==> src/inc/sefh_pkg.sv <==
// Constants shared by both ends of the erase and freeze command channel
package sefh_pkg;
  // ==========================================================
  // Command opcodes
  localparam logic [7:0] OP_SET_PW = 8'hf1;
  localparam logic [7:0] OP_UNLOCK = 8'hf2;
  localparam logic [7:0] OP_PREPARE = 8'hf3;
  localparam logic [7:0] OP_ERASE = 8'hf4;
  localparam logic [7:0] OP_FREEZE = 8'hf5;
  localparam logic [7:0] OP_DIS_PW = 8'hf6;
  // ==========================================================
  // Parameter sector layout
  localparam int SECT_WORDS = 256;
  localparam logic [7:0] LAST_WORD = 8'hff;
  localparam logic [7:0] PW_FIRST = 8'h01;
  localparam logic [7:0] PW_LAST = 8'h10;
  localparam int PW_BITS = 256;
  localparam int ID_BIT = 0;
  localparam int ENH_BIT = 1;
  // ==========================================================
  // Device identity, widths and reset values
  localparam logic DEV_SEL = 1'b0;
  localparam int LBA_W = 48;
  // Arbitrary value for the reported erase time
  localparam logic [15:0] ERASE_TIME_W89 = 16'h0001;
  localparam logic [PW_BITS-1:0] PW_INVALID = {PW_BITS{1'b1}};
  localparam logic LOCK_RST = 1'b0;
  localparam logic FROZEN_RST = 1'b0;
endpackage : sefh_pkg

==> src/inc/sefh_if.sv <==
// Command, data and status wires between host controller and drive
`timescale 1ns/1ps
interface sefh_if;
  logic cmd_valid;
  logic [7:0] cmd_op;
  logic cmd_dev;
  logic wr_valid;
  logic [15:0] wr_data;
  logic crc_err;
  logic busy;
  logic drq;
  logic cmp;
  logic sts_err;
  logic err_abt;
  logic err_crc;
  modport dev (input cmd_valid, cmd_op, cmd_dev, wr_valid, wr_data, crc_err,
    output busy, drq, cmp, sts_err, err_abt, err_crc);
  modport host (output cmd_valid, cmd_op, cmd_dev, wr_valid, wr_data,
    crc_err, input busy, drq, cmp, sts_err, err_abt, err_crc);
endinterface : sefh_if

==> src/core/sefh_dev.sv <==
// Drive end: erase-prepare, secure-erase and freeze-lock command handler
`timescale 1ns/1ps
module sefh_dev
  import sefh_pkg::*;
(
  input wire logic clk,
  input wire logic rst,
  input wire logic soft_rst,
  sefh_if.dev link,
  input wire logic [PW_BITS-1:0] user_pw,
  input wire logic [PW_BITS-1:0] master_pw,
  input wire logic lock_set,
  input wire logic [LBA_W-1:0] native_max,
  input wire logic med_ready,
  input wire logic med_fail,
  output logic med_wr,
  output logic [LBA_W-1:0] med_lba,
  output logic lock_en,
  output logic frozen,
  output logic [15:0] ident_w89
);
  // ==========================================================
  // State
  typedef enum logic [1:0]
  {
    S_IDLE = 2'b00,
    S_DATA = 2'b01,
    S_CHECK = 2'b10,
    S_ERASE = 2'b11
  } sefh_state_t;

  sefh_state_t st_r, st_nxt;
  logic [7:0] cnt_r, cnt_nxt;
  logic [1:0] ctl_r, ctl_nxt;
  logic [PW_BITS-1:0] pw_r, pw_nxt;
  logic crc_r, crc_nxt;
  logic prep_r, prep_nxt;
  logic frozen_r, frozen_nxt;
  logic lock_r, lock_nxt;
  logic [LBA_W-1:0] lba_r, lba_nxt;
  logic medv_r, medv_nxt;
  logic cmp_r, cmp_nxt;
  logic abt_r, abt_nxt;
  logic crcb_r, crcb_nxt;
  logic busy_r, drq_r, sts_r;
  logic [15:0] w89_r;

  // ==========================================================
  // Decode
  // Commands addressed to the other drive are ignored outright
  wire take = link.cmd_valid && (link.cmd_dev == DEV_SEL) && !busy_r;
  wire is_prep = link.cmd_op == OP_PREPARE;
  wire is_erase = link.cmd_op == OP_ERASE;
  wire is_freeze = link.cmd_op == OP_FREEZE;
  wire is_guarded = (link.cmd_op == OP_SET_PW) ||
    (link.cmd_op == OP_UNLOCK) || (link.cmd_op == OP_DIS_PW) || is_erase;
  wire word_in = (st_r == S_DATA) && link.wr_valid;
  wire is_pw_word = (cnt_r >= PW_FIRST) && (cnt_r <= PW_LAST);
  wire [7:0] pw_idx = cnt_r - PW_FIRST;
  wire use_master = ctl_r[ID_BIT];
  wire [PW_BITS-1:0] ref_pw = use_master ? master_pw : user_pw;
  wire pw_bad = (pw_r != ref_pw) || (pw_r == PW_INVALID);
  // Lock off skips the compare and refuses the user identifier; enhanced mode is refused either way
  wire chk_fail = ctl_r[ENH_BIT] ||
    (lock_r ? pw_bad : !use_master);
  wire last_lba = lba_r == native_max;

  // ==========================================================
  // Next-state logic
  always_comb
  begin
    st_nxt = st_r;
    cnt_nxt = cnt_r;
    ctl_nxt = ctl_r;
    pw_nxt = pw_r;
    crc_nxt = crc_r;
    prep_nxt = prep_r;
    frozen_nxt = frozen_r;
    lock_nxt = lock_r;
    lba_nxt = lba_r;
    medv_nxt = 1'b0;
    cmp_nxt = 1'b0;
    abt_nxt = abt_r;
    crcb_nxt = crcb_r;
    if (lock_set)
    begin
      lock_nxt = 1'b1;
    end
    unique case (st_r)
      S_IDLE:
      begin
        if (take)
        begin
          abt_nxt = 1'b0;
          crcb_nxt = 1'b0;
          prep_nxt = is_prep;
          cnt_nxt = 8'h00;
          crc_nxt = 1'b0;
          if (is_guarded && frozen_r)
          begin
            cmp_nxt = 1'b1;
            abt_nxt = 1'b1;
          end
          else if (is_erase && prep_r)
          begin
            st_nxt = S_DATA;
          end
          else if (is_freeze)
          begin
            frozen_nxt = 1'b1;
            cmp_nxt = 1'b1;
          end
          else if (is_prep)
          begin
            cmp_nxt = 1'b1;
          end
          else
          begin
            // Erase without prepare, or a command not served here
            cmp_nxt = 1'b1;
            abt_nxt = 1'b1;
          end
        end
      end
      S_DATA:
      begin
        crc_nxt = crc_r | link.crc_err;
        if (word_in)
        begin
          cnt_nxt = cnt_r + 8'h01;
          if (cnt_r == 8'h00)
          begin
            ctl_nxt = link.wr_data[1:0];
          end
          if (is_pw_word)
          begin
            pw_nxt[pw_idx[3:0]*16 +: 16] = link.wr_data;
          end
          if (cnt_r == LAST_WORD)
          begin
            st_nxt = S_CHECK;
          end
        end
      end
      S_CHECK:
      begin
        if (chk_fail)
        begin
          st_nxt = S_IDLE;
          cmp_nxt = 1'b1;
          abt_nxt = 1'b1;
          crcb_nxt = crc_r;
        end
        else
        begin
          st_nxt = S_ERASE;
          lba_nxt = '0;
          medv_nxt = 1'b1;
        end
      end
      S_ERASE:
      begin
        // Zero writes only, no verify pass; spare lists are not touched
        medv_nxt = 1'b1;
        if (med_ready)
        begin
          if (med_fail)
          begin
            st_nxt = S_IDLE;
            medv_nxt = 1'b0;
            cmp_nxt = 1'b1;
            abt_nxt = 1'b1;
            crcb_nxt = crc_r;
          end
          else if (last_lba)
          begin
            st_nxt = S_IDLE;
            medv_nxt = 1'b0;
            cmp_nxt = 1'b1;
            lock_nxt = 1'b0;
            crcb_nxt = crc_r;
          end
          else
          begin
            lba_nxt = lba_r + 48'h1;
          end
        end
      end
    endcase
  end

  // ==========================================================
  // Registers
  // Frozen and lock survive soft resets; power-on clears both, a completed erase also clears lock
  always_ff @(posedge clk)
  begin
    if (rst)
    begin
      frozen_r <= FROZEN_RST;
      lock_r <= LOCK_RST;
    end
    else
    begin
      frozen_r <= frozen_nxt;
      lock_r <= lock_nxt;
    end
  end

  // Command machine, cleared by either reset
  always_ff @(posedge clk)
  begin
    if (rst || soft_rst)
    begin
      st_r <= S_IDLE;
      cnt_r <= 8'h00;
      ctl_r <= 2'h0;
      pw_r <= '0;
      crc_r <= 1'b0;
      prep_r <= 1'b0;
      lba_r <= '0;
      medv_r <= 1'b0;
      cmp_r <= 1'b0;
      abt_r <= 1'b0;
      crcb_r <= 1'b0;
      busy_r <= 1'b0;
      drq_r <= 1'b0;
      w89_r <= 16'h0000;
      sts_r <= 1'b0;
    end
    else
    begin
      st_r <= st_nxt;
      cnt_r <= cnt_nxt;
      ctl_r <= ctl_nxt;
      pw_r <= pw_nxt;
      crc_r <= crc_nxt;
      prep_r <= prep_nxt;
      lba_r <= lba_nxt;
      medv_r <= medv_nxt;
      cmp_r <= cmp_nxt;
      abt_r <= abt_nxt;
      crcb_r <= crcb_nxt;
      busy_r <= st_nxt != S_IDLE;
      drq_r <= st_nxt == S_DATA;
      w89_r <= ERASE_TIME_W89;
      // Summary bit kept in its own flop so the pin has no gate after it
      sts_r <= abt_nxt | crcb_nxt;
    end
  end

  // ==========================================================
  // Outputs
  assign link.busy = busy_r;
  assign link.drq = drq_r;
  assign link.cmp = cmp_r;
  assign link.err_abt = abt_r;
  assign link.err_crc = crcb_r;
  assign link.sts_err = sts_r;
  assign med_wr = medv_r;
  assign med_lba = lba_r;
  assign lock_en = lock_r;
  assign frozen = frozen_r;
  assign ident_w89 = w89_r;
endmodule : sefh_dev

==> src/flat_wrapper.sv <==
// flat-port wrapper written by rule: the top's interface ports become plain ports
module sefh_dev_flat import sefh_pkg::*;
  (clk, rst, soft_rst, user_pw, master_pw, lock_set, native_max, med_ready, med_fail, med_wr, med_lba, lock_en, frozen, ident_w89, link_cmd_valid, link_cmd_op, link_cmd_dev, link_wr_valid, link_wr_data, link_crc_err, link_busy, link_drq, link_cmp, link_sts_err, link_err_abt, link_err_crc);
  sefh_if link_i ();
  input wire logic clk;
  input wire logic rst;
  input wire logic soft_rst;
  input wire logic [PW_BITS-1:0] user_pw;
  input wire logic [PW_BITS-1:0] master_pw;
  input wire logic lock_set;
  input wire logic [LBA_W-1:0] native_max;
  input wire logic med_ready;
  input wire logic med_fail;
  output logic med_wr;
  output logic [LBA_W-1:0] med_lba;
  output logic lock_en;
  output logic frozen;
  output logic [15:0] ident_w89;
  input wire logic [$bits(link_i.cmd_valid)-1:0] link_cmd_valid;
  input wire logic [$bits(link_i.cmd_op)-1:0] link_cmd_op;
  input wire logic [$bits(link_i.cmd_dev)-1:0] link_cmd_dev;
  input wire logic [$bits(link_i.wr_valid)-1:0] link_wr_valid;
  input wire logic [$bits(link_i.wr_data)-1:0] link_wr_data;
  input wire logic [$bits(link_i.crc_err)-1:0] link_crc_err;
  output wire logic [$bits(link_i.busy)-1:0] link_busy;
  output wire logic [$bits(link_i.drq)-1:0] link_drq;
  output wire logic [$bits(link_i.cmp)-1:0] link_cmp;
  output wire logic [$bits(link_i.sts_err)-1:0] link_sts_err;
  output wire logic [$bits(link_i.err_abt)-1:0] link_err_abt;
  output wire logic [$bits(link_i.err_crc)-1:0] link_err_crc;
  assign link_i.cmd_valid = link_cmd_valid;
  assign link_i.cmd_op = link_cmd_op;
  assign link_i.cmd_dev = link_cmd_dev;
  assign link_i.wr_valid = link_wr_valid;
  assign link_i.wr_data = link_wr_data;
  assign link_i.crc_err = link_crc_err;
  assign link_busy = link_i.busy;
  assign link_drq = link_i.drq;
  assign link_cmp = link_i.cmp;
  assign link_sts_err = link_i.sts_err;
  assign link_err_abt = link_i.err_abt;
  assign link_err_crc = link_i.err_crc;
  sefh_dev u_core (.clk(clk), .rst(rst), .soft_rst(soft_rst), .link(link_i), .user_pw(user_pw), .master_pw(master_pw), .lock_set(lock_set), .native_max(native_max), .med_ready(med_ready), .med_fail(med_fail), .med_wr(med_wr), .med_lba(med_lba), .lock_en(lock_en), .frozen(frozen), .ident_w89(ident_w89));
endmodule
==> config.mk <==
export PLATFORM = sky130hd
export DESIGN_NAME = sefh_dev_flat
export DESIGN_NICKNAME = d
export VERILOG_FILES = /design/src/inc/sefh_pkg.sv /design/src/inc/sefh_if.sv /design/src/core/sefh_dev.sv /design/src/flat_wrapper.sv
export SDC_FILE = /design/constraint.sdc
export NUM_CORES = 1
export LEC_CHECK = 0
export BUFFER_PORTS_ARGS = -buffer_cell sky130_fd_sc_hd__clkbuf_2
export CAP_MARGIN = 30
export CORE_AREA = 2 2 259 261
export DETAILED_ROUTE_END_ITERATION = 10
export DIE_AREA = 0 0 261 263
export PLACE_DENSITY_LB_ADDON = 0.2
export SKIP_LAST_GASP = 1
export SYNTH_ARGS = -nofsm -noshare
export SYNTH_HDL_FRONTEND = slang
export SYNTH_SLANG_ARGS = --single-unit
==> constraint.sdc <==
create_clock -name clk -period 8.9 [get_ports clk]
set_clock_uncertainty 0.2 [all_clocks]
set_input_delay 0 -clock clk [delete_from_list [all_inputs] [get_ports clk]]
set_output_delay 0 -clock clk [all_outputs]
set_load 0.01 [all_outputs]
==> impl_metrics.tcl <==
set metrics [dict create \
    status "completed" \
    hpwlAfterDp_um 100400 \
    power.switching_mw 0.9811 \
    wl_met2_um 56110 \
    ant_nets 0 \
    layout.area.seq_mm2 0.006570 \
    power_mw 3.662 \
    reg2reg_depth 12 \
    firstDrtPassIters 5 \
    end_kind "register" \
    rr_endpoint "u_core.med_lba[21]$_SDFFE_PN0P_" \
    internal_power_mw 2.681 \
    first_iter_violations 2458 \
    fp.dieW_um 261 \
    fin_crit_ns 6.476 \
    synth_edf_count 0 \
    syn_inst 2370 \
    synth-seq-area-share_pct 33.04 \
    initial_utilization_pct 30.28 \
    die_area_mm2 0.06864 \
    track_usage_pct 34.67 \
    p_per_area_mw_per_mm2 143.1 \
    syn_avg_cell_area_um2 8.385 \
    grt_pass1_vias 21280 \
    clock-root-buffer "clkbuf_16" \
    route.detailed.drc 0 \
    ys.flop_type "dfxtp_1" \
    viasPerCell 5.749 \
    preCtsSetupSlack_ns 2.506 \
    port_buffers 651 \
    ir_worst_vdd_mv 0.1269 \
    maxSlewHeadroom_pct 17.57 \
    async_flop_share_pct 0 \
    tightest_slew_ns 1.225 \
    wl_per_cell_um 32.03 \
    rows 94 \
    clk_path_buf_depth 3 \
    io_pins 667 \
    nets 3582 \
    whs_endpoint "u_core.crc_r$_SDFFE_PN0P_" \
    gp_congestion 1.069 \
    hold_violations 0 \
    highest_layer "met5" \
    worst_slack_ns 2.424 \
    post-route-period-util_pct 72.76 \
    drive_above_1_share_pct 25.18 \
    cts-resized-gates 0 \
    syn_area_mm2 0.01987 \
    p_sw_share_pct 26.79 \
    wl_met3_um 10490 \
    clock_latency_ns 0.60 \
    synthTopCellsByArea "dfxtp_1, mux2i_1, xnor2_1" \
    synth.largest_area_cell "dfxtp_1" \
    path_clk_slew_ns 0.06 \
    start_kind "register" \
    cts.sinks 328 \
    drt_wl_total_um 124000 \
    multiInputGateArea_mm2 0.01253 \
    critPathKind "register to register" \
    die_h_um 263 \
    ys_types 57 \
    fmax_ghz 0.1544 \
    synth_top_area_share_pct 33.04 \
    cp_max_fo 92 \
    p_leak_nw 9.754 \
    power_frac_comb_pct 11.8 \
    clkPwrFrac_pct 48.1 \
    drv_slew 0 \
    worst_ep_required_time_ns 9.16 \
    grt_pass1_wl_um 166000 \
    ys_ff_latch 328 \
    setup_violations 0 \
    cts_tree "done" \
    grt_antenna_before_repair 9 \
    vias 22260 \
    rsz0062_at_grt "no" \
    tns_ns 0 \
    coreArea_mm2 0.06563 \
    yosysWarnings 0 \
    maxCapViolations 0 \
    rrSetupSlack_ns 2.42 \
    seq_power_share_pct 40.1 \
    grt_max_degree 93 \
    numCtsBuffers 40 \
    timing.rr.start "u_core.ctl_r[0]$_SDFFE_PN0P_" \
    wirelength_met1_um 51560 \
    final_cell_mix "clkbuf_2, mux2i_1, dfxtp_1" \
    hold_path_startpoint "link_crc_err" \
    hold_class "input port to register" \
    fill_cells 6805 \
    layout_commonest_cell "clkbuf_2" \
    grt_overflow 0 \
    hold_depth 4 \
    arrival_ns 6.74 \
    cts_max_level 2 \
    synthToLayoutAreaGrowth_pct 28.81 \
]
critical path: stages (launching register included):
cell	delay [ns]
dfxtp_4	0.81
buf_12	0.52
mux2i_1	0.52
xnor2_1	0.23
nor4_1	0.57
nand4_1	0.22
nor4_1	0.79
nand2_1	0.36
nor4_4	0.51
or3_1	0.80
buf_4	0.36
or4_1	0.15
nand2_1	0.05
cells by family after synthesis:
family                     after synthesis  synth area share [%]
and+or+nand+nor                        908                 22.86
adders and majority gates                9                0.5667
buffers and inverters                  184                 4.313
muxes                                  372                 18.74
AOI/OAI and AO/OA                      366                 11.55
DFF                                    328                 33.04
other                                    1               0.01887
xor gates and xnor gates               202                 8.903
Yosys cell counts, types with 4 or more instances:
master,number
mux2i_1,371
o21a_1,7
inv_1,16
a211oi_1,4
nor2b_1,4
o22ai_1,26
or4_1,23
nor4_1,89
a221oi_1,10
dfxtp_1,328
o2bb2ai_1,54
and2_1,43
or3_1,21
nor2_1,155
ha_1,9
nor3_1,14
o31ai_1,5
nand2_1,271
xor2_1,68
buf_6,6
clkbuf_1,121
a31oi_1,4
o21ai_0,30
a21oi_1,177
buf_4,29
buf_2,10
nand4_1,104
o211ai_1,20
and3_1,44
or2_2,4
a22o_1,13
and4_1,4
xnor2_1,134
nand3_1,109
nand2b_1,7
layout make-up:
class / count / area share, %
Clock inverter: 13 / 0.7968
Sequential cell: 328 / 25.67
Inverter: 16 / 0.2346
Tap cell: 864 / 4.224
Antenna cell: 2 / 0.01955
Timing Repair Buffer: 721 / 15.49
Multi-Input combinational cell: 1872 / 48.95
Clock buffer: 56 / 4.619
per-layer routing:
metal / track usage [%] / vias to the layer above
li1: - / 9804
met1: 45.22 / 10870
met2: 55.82 / 1347
met3: 6.316 / 232
met4: 14.79 / 10
met5: 0 / -
through the flow:
| stage | hold WS [ns] | std cells | area, um^2 | util (%) |
|---|---|---|---|---|
| 6_report | 0.01586 | 3872 | 25600 | 39.00 |
| 3_5_place_dp | 0.01795 | 3760 | 23780 | 36.23 |
| 5_1_grt | 0.03151 | 3870 | 25590 | 38.99 |
| 3_3_place_gp | 0.009037 | 3751 | 23690 | 36.09 |
| 4_1_cts | 0.007781 | 3869 | 25560 | 38.95 |
| 2_1_floorplan | -0.1276 | 2384 | 19920 | - |
state kept, by name (all words and copies together), names as in the netlist, 2 cells and up:
name,count
u_core.pw_r,256
u_core.cnt_r,8
u_core.med_lba,48
u_core.ctl_r,2
u_core.st_r,2
how the worst max path moves through the flow:
stage                                             from                              end  cells after the start
after CTS                 u_core.ctl_r[0]$_SDFFE_PN0P_  u_core.med_lba[21]$_SDFFE_PN0P_                     12
after global routing      u_core.ctl_r[0]$_SDFFE_PN0P_  u_core.med_lba[19]$_SDFFE_PN0P_                     12
after global placement    u_core.ctl_r[0]$_SDFFE_PN0P_  u_core.med_lba[21]$_SDFFE_PN0P_                     12
after detailed placement  u_core.ctl_r[0]$_SDFFE_PN0P_  u_core.med_lba[21]$_SDFFE_PN0P_                     12
after floorplan           u_core.cnt_r[0]$_SDFFE_PN0P_    u_core.pw_r[134]$_SDFFE_PN0P_                     15
final                     u_core.ctl_r[0]$_SDFFE_PN0P_  u_core.med_lba[21]$_SDFFE_PN0P_                     12
power groups by stage:
stage | Clock, mW | Sequential, mW | Combinational [mW]
4_1_cts | 1.78 | 1.47 | 0.424
6_report | 1.76 | 1.47 | 0.432
3_5_place_dp | 0 | 1.50 | 0.411
5_1_grt | 1.83 | 1.47 | 0.445
3_3_place_gp | 0 | 1.50 | 0.413
2_1_floorplan | 0 | 1.50 | 0.140
timing repair:
item	4_1_cts	5_1_grt
hold endpoints to repair	128	0
endpoints found under the setup margin	0	0
setup buffers	0	0
hold buffers	40	0
(Power assumes the default switching activity.)
